**src/hw/dpram_ctl_defines.svh**
```systemverilog
`ifndef DPRAM_CTL_DEFINES_SVH
`define DPRAM_CTL_DEFINES_SVH
// ----------------------------------------------------------------------------
// register map
// ----------------------------------------------------------------------------
`define REG_CTRL          8'h00
`define REG_ADDR          8'h04
`define REG_WDATA         8'h08
`define REG_RDATA         8'h0C
`define REG_STATUS        8'h10
// ----------------------------------------------------------------------------
// field positions
// ----------------------------------------------------------------------------
`define CTRL_GO           0
`define CTRL_WRITE        1
`define CTRL_TOKEN        2
`define CTRL_UPPER        3
`define CTRL_LOWER        4
`define STAT_ACTIVE       0
`define STAT_DONE         1
`define STAT_BUSY_SEEN    2
`define STAT_MBOX         3
`define STAT_BUSY_NOW     4
// ----------------------------------------------------------------------------
// reset values
// ----------------------------------------------------------------------------
`define CTRL_RST          5'h18
`define ADDR_RST          32'h00000000
`define WDATA_RST         32'h00000000
// ----------------------------------------------------------------------------
// timing, ns figures and derived cycle counts at the clock rate
// ----------------------------------------------------------------------------
`define CLK_MHZ           20
`define FLAG_MATCH_NS     20
`define FLAG_SELECT_NS    20
`define ACCESS_NS         20
`define FLOWTHROUGH_NS    30
`define WR_PULSE_NS       15
`define NS_TO_CYC(ns)     ((((ns) * `CLK_MHZ) + 999) / 1000)
`define SYNC_CYC          2
`define SETTLE_CYC        (`NS_TO_CYC(`FLAG_MATCH_NS) + `NS_TO_CYC(`FLAG_SELECT_NS) + `SYNC_CYC)
`define READ_CYC          (`NS_TO_CYC(`ACCESS_NS) + `NS_TO_CYC(`FLOWTHROUGH_NS) + `SYNC_CYC)
`define WR_CYC            `NS_TO_CYC(`WR_PULSE_NS)
`endif

```
**src/hw/dpram_ctl_pkg.sv**
```systemverilog
package dpram_ctl_pkg;
  // --------------------------------------------------------------------------
  // port access sequencer states
  // --------------------------------------------------------------------------
  typedef enum logic [2:0] {
    ST_IDLE,
    ST_ADDR,
    ST_SEL,
    ST_PULSE,
    ST_READ,
    ST_END
  } seq_state_t;
endpackage : dpram_ctl_pkg

```
**src/hw/dpram_port_ctl.sv**
```systemverilog
// The implementer's own choices: the APB interface to the registers and the placing of the registers.
`timescale 1ns/1ps
`include "dpram_ctl_defines.svh"
module dpram_port_ctl
  import dpram_ctl_pkg::*;
#(
  parameter int AW = 16,                          // port address width
  parameter int DW = 18                           // port data width
) (
  input  wire logic          i_clk,               // system clock, 20 MHz
  input  wire logic          i_rstn,              // async reset, active low
  input  wire logic          i_psel,              // apb select
  input  wire logic          i_penable,           // apb enable
  input  wire logic          i_pwrite,            // apb direction
  input  wire logic [7:0]    i_paddr,             // apb byte address
  input  wire logic [31:0]   i_pwdata,            // apb write data
  output logic      [31:0]   o_prdata,            // apb read data
  output logic               o_pready,            // apb ready
  output logic               o_pslverr,           // apb error, unmapped
  output logic [AW-1:0]      o_addr,              // port address pins
  output logic [DW-1:0]      o_dq,                // port data out
  output logic               o_dq_oen,            // data drive enable, low drives
  input  wire logic [DW-1:0] i_dq,                // port data in
  output logic               o_array_select_n,    // array chip select
  output logic               o_token_select_n,    // token latch select
  output logic               o_rw_n,              // read high, write low
  output logic               o_oe_n,              // device output enable
  output logic               o_upper_lane_select_n, // upper byte lane
  output logic               o_lower_lane_select_n, // lower byte lane
  input  wire logic          i_busy_n,            // contention flag from device
  input  wire logic          i_mbox_int_n         // mailbox interrupt from device
);
  // --------------------------------------------------------------------------
  // declarations
  // --------------------------------------------------------------------------
  seq_state_t     state_r;
  logic [7:0]     cnt_r;
  logic [4:0]     ctrl_r;
  logic [AW-1:0]  addr_r;
  logic [DW-1:0]  wdata_r;
  logic [DW-1:0]  rdata_r;
  logic           done_r;
  logic           busy_seen_r;
  logic [DW-1:0]  dq_m_r;
  logic [DW-1:0]  dq_s_r;
  logic           busy_m_r;
  logic           busy_s_r;
  logic           int_m_r;
  logic           int_s_r;
  logic           go;
  logic           wr_go;
  logic           is_wr;
  logic           is_tok;
  logic           fin;
  logic           apb_wr;
  logic           apb_rd;
  logic           apb_acc;
  logic [7:0]     rd_wait_r;

  // count comparison against a derived cycle count
  function automatic logic cnt_hit(input logic [7:0] c, input int n);
    cnt_hit = (c == 8'(n - 1));
  endfunction : cnt_hit

  // --------------------------------------------------------------------------
  // pin input synchronisers
  // --------------------------------------------------------------------------
  // two stages before any logic looks at device pins
  always_ff @(posedge i_clk or negedge i_rstn) begin
    if (!i_rstn) begin
      dq_m_r   <= '0;
      dq_s_r   <= '0;
      busy_m_r <= 1'b1;
      busy_s_r <= 1'b1;
      int_m_r  <= 1'b1;
      int_s_r  <= 1'b1;
    end else begin
      dq_m_r   <= i_dq;
      dq_s_r   <= dq_m_r;
      busy_m_r <= i_busy_n;
      busy_s_r <= busy_m_r;
      int_m_r  <= i_mbox_int_n;
      int_s_r  <= int_m_r;
    end
  end

  // --------------------------------------------------------------------------
  // apb slave
  // --------------------------------------------------------------------------
  // reads are decoded in the first access cycle, writes land when ready is seen
  assign apb_acc = i_psel && i_penable && !o_pready;
  assign apb_wr  = i_psel && i_penable && i_pwrite && o_pready;
  assign apb_rd  = apb_acc && !i_pwrite;
  assign is_wr  = ctrl_r[`CTRL_WRITE];
  assign is_tok = ctrl_r[`CTRL_TOKEN];
  assign go     = apb_wr && (i_paddr == `REG_CTRL) && i_pwdata[`CTRL_GO]
                  && (state_r == ST_IDLE);
  assign fin    = (state_r == ST_END);

  // ready one cycle into the access phase, read data and error with it
  always_ff @(posedge i_clk or negedge i_rstn) begin
    if (!i_rstn) begin
      o_pready  <= 1'b0;
      o_prdata  <= '0;
      o_pslverr <= 1'b0;
    end else begin
      o_pready  <= i_psel && i_penable && !o_pready;
      o_pslverr <= 1'b0;
      o_prdata  <= '0;
      if (apb_acc) begin
        unique case (i_paddr)
          `REG_CTRL:   o_prdata <= {27'h0000000, ctrl_r[4:1], 1'b0};
          `REG_ADDR:   o_prdata <= 32'(addr_r);
          `REG_WDATA:  o_prdata <= 32'(wdata_r);
          `REG_RDATA:  o_prdata <= 32'(rdata_r);
          `REG_STATUS: o_prdata <= {27'h0000000, !busy_s_r, !int_s_r,
                                    busy_seen_r, done_r, state_r != ST_IDLE};
          default:     o_pslverr <= 1'b1;
        endcase
        if (!apb_rd)
          o_prdata <= '0;
      end
    end
  end

  // command registers, frozen while a port cycle runs
  always_ff @(posedge i_clk or negedge i_rstn) begin
    if (!i_rstn) begin
      ctrl_r  <= `CTRL_RST;
      addr_r  <= AW'(`ADDR_RST);
      wdata_r <= DW'(`WDATA_RST);
    end else if (apb_wr && state_r == ST_IDLE) begin
      if (i_paddr == `REG_CTRL)
        ctrl_r <= {i_pwdata[4:1], 1'b0};
      if (i_paddr == `REG_ADDR)
        addr_r <= i_pwdata[AW-1:0];
      if (i_paddr == `REG_WDATA)
        wdata_r <= i_pwdata[DW-1:0];
    end
  end

  // sticky status, a new event wins over a write-one clear
  always_ff @(posedge i_clk or negedge i_rstn) begin
    if (!i_rstn) begin
      done_r      <= 1'b0;
      busy_seen_r <= 1'b0;
    end else begin
      if (apb_wr && i_paddr == `REG_STATUS && i_pwdata[`STAT_DONE])
        done_r <= 1'b0;
      if (apb_wr && i_paddr == `REG_STATUS && i_pwdata[`STAT_BUSY_SEEN])
        busy_seen_r <= 1'b0;
      if (fin)
        done_r <= 1'b1;
      if (state_r == ST_SEL && !busy_s_r)
        busy_seen_r <= 1'b1;
    end
  end

  // --------------------------------------------------------------------------
  // port cycle sequencer
  // --------------------------------------------------------------------------
  // write may start only once the settle time passed and, for array writes, the flag is inactive
  assign wr_go = cnt_hit(cnt_r, `SETTLE_CYC) && (busy_s_r || is_tok);

  always_ff @(posedge i_clk or negedge i_rstn) begin
    if (!i_rstn) begin
      state_r <= ST_IDLE;
      cnt_r   <= '0;
    end else begin
      cnt_r <= cnt_r + 8'h01;
      unique case (state_r)
        ST_IDLE: begin
          cnt_r <= '0;
          if (go)
            state_r <= ST_ADDR;
        end
        ST_ADDR: begin
          cnt_r   <= '0;
          state_r <= ST_SEL;
        end
        ST_SEL: begin
          if (cnt_hit(cnt_r, `SETTLE_CYC))
            cnt_r <= cnt_r;
          if (!is_wr) begin
            cnt_r   <= '0;
            state_r <= ST_READ;
          end else if (wr_go) begin
            cnt_r   <= '0;
            state_r <= ST_PULSE;
          end
        end
        ST_PULSE: begin
          if (cnt_hit(cnt_r, `WR_CYC))
            state_r <= ST_END;
        end
        ST_READ: begin
          if (cnt_hit(cnt_r, `READ_CYC))
            state_r <= ST_END;
        end
        ST_END: begin
          state_r <= ST_IDLE;
        end
      endcase
    end
  end

  // address and write data change only in idle, strobe high there
  always_ff @(posedge i_clk or negedge i_rstn) begin
    if (!i_rstn) begin
      o_addr   <= '0;
      o_dq     <= '0;
      o_dq_oen <= 1'b1;
    end else begin
      if (go) begin
        o_addr <= addr_r;
        o_dq   <= wdata_r;
      end
      if (state_r == ST_ADDR)
        o_dq_oen <= !is_wr;
      if (fin)
        o_dq_oen <= 1'b1;
    end
  end

  // selects fall before the strobe so device outputs stay off on writes
  always_ff @(posedge i_clk or negedge i_rstn) begin
    if (!i_rstn) begin
      o_array_select_n      <= 1'b1;
      o_token_select_n      <= 1'b1;
      o_upper_lane_select_n <= 1'b1;
      o_lower_lane_select_n <= 1'b1;
      o_oe_n                <= 1'b1;
      o_rw_n                <= 1'b1;
    end else begin
      if (state_r == ST_ADDR) begin
        o_array_select_n      <= is_tok;
        o_token_select_n      <= !is_tok;
        o_upper_lane_select_n <= is_tok || !ctrl_r[`CTRL_UPPER];
        o_lower_lane_select_n <= is_tok || !ctrl_r[`CTRL_LOWER];
        o_oe_n                <= is_wr;
      end
      if (state_r == ST_SEL && is_wr && wr_go)
        o_rw_n <= 1'b0;
      if (state_r == ST_PULSE && cnt_hit(cnt_r, `WR_CYC))
        o_rw_n <= 1'b1;
      if (fin) begin
        o_array_select_n      <= 1'b1;
        o_token_select_n      <= 1'b1;
        o_upper_lane_select_n <= 1'b1;
        o_lower_lane_select_n <= 1'b1;
        o_oe_n                <= 1'b1;
      end
    end
  end

  // read data taken after access and flowthrough time plus sync delay
  always_ff @(posedge i_clk or negedge i_rstn) begin
    if (!i_rstn) begin
      rdata_r <= '0;
    end else if (state_r == ST_READ && cnt_hit(cnt_r, `READ_CYC)) begin
      rdata_r <= dq_s_r;
    end
  end

  // --------------------------------------------------------------------------
  // assertions
  // --------------------------------------------------------------------------
  // helper: cycles the device output enable has been low
  always_ff @(posedge i_clk or negedge i_rstn) begin
    if (!i_rstn)
      rd_wait_r <= '0;
    else if (o_oe_n)
      rd_wait_r <= '0;
    else if (rd_wait_r != 8'hFF)
      rd_wait_r <= rd_wait_r + 8'h01;
  end
endmodule : dpram_port_ctl

```
**config.mk**
```make
export PLATFORM = sky130hd
export DESIGN_NAME = dpram_port_ctl
export DESIGN_NICKNAME = d
export VERILOG_FILES = /design/src/hw/dpram_ctl_pkg.sv /design/src/hw/dpram_port_ctl.sv
export VERILOG_INCLUDE_DIRS = /design/src /design/src/hw
export SDC_FILE = /design/constraint.sdc
export NUM_CORES = 1
export LEC_CHECK = 0
export ABC_AREA = 1
export ABC_CLOCK_PERIOD_IN_PS = 1700
export BUFFER_PORTS_ARGS = -buffer_cell sky130_fd_sc_hd__buf_2
export CORE_MARGIN = 1.5
export CORE_UTILIZATION = 55
export CTS_BUF_LIST = sky130_fd_sc_hd__clkbuf_16
export DETAILED_ROUTE_END_ITERATION = 12
export PLACE_DENSITY = 0.8
export SETUP_SLACK_MARGIN = 0.3
export SYNTH_ARGS = -nofsm -noshare
export SYNTH_HDL_FRONTEND = slang
export SYNTH_SLANG_ARGS = --single-unit
```
**constraint.sdc**
```tcl
create_clock -name i_clk -period 1.7 [get_ports i_clk]
set_input_delay 0.17 -clock i_clk [delete_from_list [all_inputs] [get_ports i_clk]]
set_output_delay 0.17 -clock i_clk [all_outputs]
set_load 0.02 [all_outputs]
```
=== Word-level counts from Yosys, hierarchy flattened ===
Index checks and enable logic that the tools add are counted.

* Register bits: 184
* Word-level logic and storage cells: 118
* ROM bits: 0
* Memories kept: 0
* RAM bits: 0
* Bits of input ports: 65
* Output and inout port bits: 75
* Bits in latches: 0

* Reduce and logical (&&, ||, !) cells: 43
* $lt $le $gt $ge: 0
* Add/subtract/negate cells: 1
* Shift-type cells: 0
* Equal/unequal tests: 15
* Divide/modulo/power cells: 0
* Multiply operators: 0
* Bitwise gates (word level): 0
* Mux-type cells: 33

{| class="wikitable"
|+ Operators with widths
! kind !! number
|-
| $pmux W18 S5 || 1
|-
| $mux W32 || 1
|-
| $mux W8 || 3
|-
| $mux W1 || 20
|-
| $logic_and A1 B1 Y1 || 18
|-
| $mux W18 || 1
|-
| $pmux W3 S6 || 1
|-
| $eq A8 B4 Y1 const B || 2
|-
| $logic_not A8 Y1 || 2
|-
| $pmux W8 S2 || 1
|-
| $mux W3 || 5
|-
| $add A8 B1 Y8 const B || 1
|-
| $eq A8 B2 Y1 const B || 1
|-
| $eq A8 B3 Y1 const B || 1
|-
| $eq A8 B5 Y1 const B || 1
|-
| $logic_not A1 Y1 || 8
|-
| $reduce_bool A2 Y1 || 4
|-
| $eq A3 B2 Y1 const B || 2
|-
| $eq A3 B3 Y1 const B || 2
|-
| $reduce_and A2 Y1 || 3
|-
| $reduce_or A5 Y1 || 1
|-
| $ne A2 B1 Y1 const B || 2
|-
| $ne A4 B4 Y1 const B || 1
|-
| $reduce_and A4 Y1 || 1
|-
| other kinds (7) || 9
|}

=== Logic depth before layout (Yosys ltp) ===
* Word-level depth: 8
* Depth in mapped cells: 11

=== Worst setup path after synthesis ===
No wires, ideal clock.

* Path type: flip-flop to flip-flop
* Start: reg cnt_r[0]
* End: reg rdata_r[10]
* Stages on the path, launching flop included: 7
* Required time: 1.575 ns
* Buffers on the path: 1
* Path slack: 0.216 ns
* Arrival: 1.358 ns
* Period minus slack after synthesis: 1.484 ns
* Cells stage by stage: dfrtp_1 ha_1 nand2_1 nor2_4 nand2_4 buf_6 mux2_4

* Longest elaborated chain between the ends: 2

{| class="wikitable"
|+ Ends and longest elaborated chain
! what !! line !! source
|-
| from (decl) || dpram_port_ctl.sv:37 || <nowiki>logic [7:0] cnt_r;</nowiki>
|-
| from (signal assigned) || dpram_port_ctl.sv:170 || <nowiki>cnt_r <= cnt_r + 8'h01;</nowiki>
|-
| from (signal assigned) || dpram_port_ctl.sv:183 || <nowiki>cnt_r <= cnt_r;</nowiki>
|-
| $eq A8 B2 Y1 || dpram_port_ctl.sv:62 || <nowiki>cnt_hit = (c == 8'(n - 1));</nowiki>
|-
| $logic_and A1 B1 Y1 || dpram_port_ctl.sv:260 || <nowiki>end else if (state_r == ST_READ && cnt_hit(cnt_r, `READ_CYC)) begin</nowiki>
|-
| to (signal assigned) || dpram_port_ctl.sv:261 || <nowiki>rdata_r <= dq_s_r;</nowiki>
|-
| to (decl) || dpram_port_ctl.sv:41 || <nowiki>logic [DW-1:0] rdata_r;</nowiki>
|}

Every way passes these cells.
A chain may end at the register's enable or synchronous reset.

=== Worst setup path in the final report ===
* Start: reg cnt_r[5]
* End: reg rdata_r[1]

Same word-level chain as after synthesis.

==> metrics.cfg <==
[timing]
fin_tns_setup_ns = 0
fmax_mhz = 622
final-hold-violation-count = 0
worstMarginPinSlew_ns = 0.511
relSlewSlack_pct = 65.9
setup_ws_ns = 0.0925
setup_viol = 0
post-route-period-util_pct = 94.6
fin_crit_ns = 1.61
final_max_slew_viol_count = 0
rsz0062_at_grt = true
finClkSkew_ns = 0.00708

[finish]
antenna_cells = 0
design_area_um2 = 9330
nFillCells = 736
final_nets = 937
drive_above_1_share_pct = 36.8
syn2layout_area_growth_pct = 35.2

[global_route]
antenna_found_initial = 0
grt_use_total_pct = 26.7
use_met1_pct = 34.6
grt_max_degree = 51
grt_most_used_layer = met2
grt_pass1_wl_um = 26700
overflow = 0
grt_pass1_vias = 5327
met2_usage_pct = 44.5
grt.met3_usage_pct = 5.59

[yosys]
yosysMostFrequentCell = dfrtp_1
ys_warn_count = 0
synth_edf_count = 0
async_flop_share_pct = 100
syn_avg_cell_area_um2 = 10.1
syn-instance-count = 682
synth_flop_cell = dfrtp_1
seq_area_frac_synth_pct = 61.9
synth_area_um2 = 6900
yosysUniqueCellTypes = 35
synthTopCellsByArea = dfrtp_1 (57%), nand2_1 (7.6%), dfstp_2 (5.0%)
ys_seq_elements = 170
synthTopCellsByCount = dfrtp_1 (157), nand2_1 (140), inv_1 (90)
synth_top_area_cell = dfrtp_1
synth_top_area_share_pct = 56.9

[drt]
drt-pass1-iter-count = 6
vias = 5733
wl_per_cell_um = 18.1
route.detailed.drc = 0
drt_wl_total_um = 19000
drt_iter0_drc = 490
ant_nets = 0
drt-vias-per-instance = 5.45

[power_and_ir_drop]
power_density_nw_per_um2 = 880
power_mw = 8.21
p_leak_nw = 4.65
ir_drop_mv = 0.746

[floorplan]
die_area_um2 = 13200
core_um2 = 12100
io_pins = 140
start_util_pct = 57.0
dieHeight_um = 115
fp-row-count = 40
die_w_um = 115

[job]
maxCapViolCount = 0

[critical_path]
critPathLaunchType = flip-flop
path_max_fanout = 9
worstReg2RegEnd = rdata_r[1]
cp-end-kind = flip-flop
reg2reg_setup_slack_ns = 0.09
timing.rr.start = cnt_r[5]
criticalPathCategory = reg -> reg
crit_arrival_ns = 1.91
worstRegToRegCells = 6
required_ns = 2.00

[placement]
hpwlAfterDp_um = 10200
place_ws_ns = 0.0820
gp_congestion = 0.869
io_buffers = 111
placed_area_um2 = 7630

[hold_path]
worst_hold_startpoint = i_pwdata[16]
holdPathStages = 3
hold_path.class = in -> reg
min_to = wdata_r[16]

[clock_tree]
clkSlewWorstSetupHoldPaths_ns = 0.07
clock_latency_ns = 0.43
clock_sinks = 170
htreeDepth = 4
cts_max_path_buffers = 2
numCtsBuffers = 17
cts_root_buf = clkbuf_16
tritoncts = yes

[status]
outcome = completed

[cells by family (layout without fill, tap and decap cells)]
| kind of cell | Yosys count | in the layout | share of synthesized area [%] |
|---|---|---|---|
| simple gates | 245 | 253 | 16.3 |
| compound gates | 114 | 114 | 8.72 |
| flops | 170 | 170 | 61.9 |
| mux | 18 | 18 | 3.48 |
| fa+ha+maj | 2 | 2 | 0.363 |
| other cells | 1 | 14 | 0.0543 |
| buf+inv | 130 | 310 | 8.90 |
| xor+xnor | 2 | 2 | 0.254 |
[repair_timing]
item | CTS | global route
hold endpoints to repair | 62 | 0
pin swaps | 15 | 14
gates cloned | 5 | 12
buffers inserted | 15 | 12
hold buffers | 22 | 0
setup endpoints to repair | 104 | 109
resized for setup | 37 | 78
[worst max-delay path, stage by stage, from the launching register on]
cell     delay, ns
dfrtp_1       0.41
nor2_2        0.16
nand2_2       0.14
nor2_4        0.21
buf_12        0.17
nand2_8       0.08
mux2_2        0.31
[layout by cell type (no fill, tap or decap), drive strengths merged, types with 13 or more instances in the layout]
| master | instances |
|---|---|
| a21oi | 21 |
| buf | 157 |
| clkbuf | 22 |
| conb | 14 |
| dfrtp | 157 |
| dfstp | 13 |
| dlygate4sd3 | 22 |
| inv | 100 |
| mux2 | 18 |
| nand2 | 152 |
| nand3 | 32 |
| nand4 | 14 |
| nor2 | 45 |
| o21ai | 85 |
[flip-flops by register name, summed over array words and instances (netlist names), 3 cells and up]
name      flops
cnt_r         8
ctrl_r        4
addr_r       16
dq_s_r       18
wdata_r      18
o_prdata     18
o_dq         18
state_r       3
rdata_r      18
dq_m_r       18
o_addr       16
[worst max-delay path by stage]
stage | end | startpoint | cells past startpoint | slack [ns]
after floorplan | rdata_r[10] | cnt_r[0] | 6 | 0.27
after global placement | addr_r[6] | state_r[0] | 6 | 0.17
after detailed placement | o_prdata[3] | i_paddr[7] | 8 | 0.08
after CTS | rdata_r[9] | state_r[1] | 5 | 0.22
after global routing | rdata_r[1] | cnt_r[5] | 6 | 0.03
final | rdata_r[1] | cnt_r[5] | 6 | 0.09
[routing by layer]
layer	up-vias	share of wire (%)	wire length, um
li1	2547	-	-
met1	2800	37	6950
met2	329	53	10000
met3	57	7.5	1420
met4	0	3.2	616
met5	-	0	0
[cell type report]
type | instances | area [um^2] | area share [%]
Timing Repair Buffer | 184 | 1420 | 15.2
Sequential cell | 170 | 4270 | 45.8
Clock inverter | 15 | 136 | 1.46
Multi-Input combinational cell | 403 | 2510 | 26.9
Tap cell | 168 | 210 | 2.25
Inverter | 94 | 360 | 3.86
Clock buffer | 17 | 425 | 4.56
[stage by stage]
stage               cells  hold WS (ns)  utilization, %
finish               1051       0.00564            77.0
global route         1051       0.00563            77.0
CTS                  1027       0.00219            72.4
detailed placement    953         0.151            63.0
global placement      953         0.146            63.0
floorplan             695        -0.126               -
[report_power, final]
group / switching, mW / internal [mW] / total, mW
Sequential: 0.0248 / 4.11 / 4.14
Combinational: 0.228 / 0.127 / 0.355
Clock: 1.68 / 2.04 / 3.72
Total: 1.93 / 6.28 / 8.21
(Power assumes the default switching activity.)
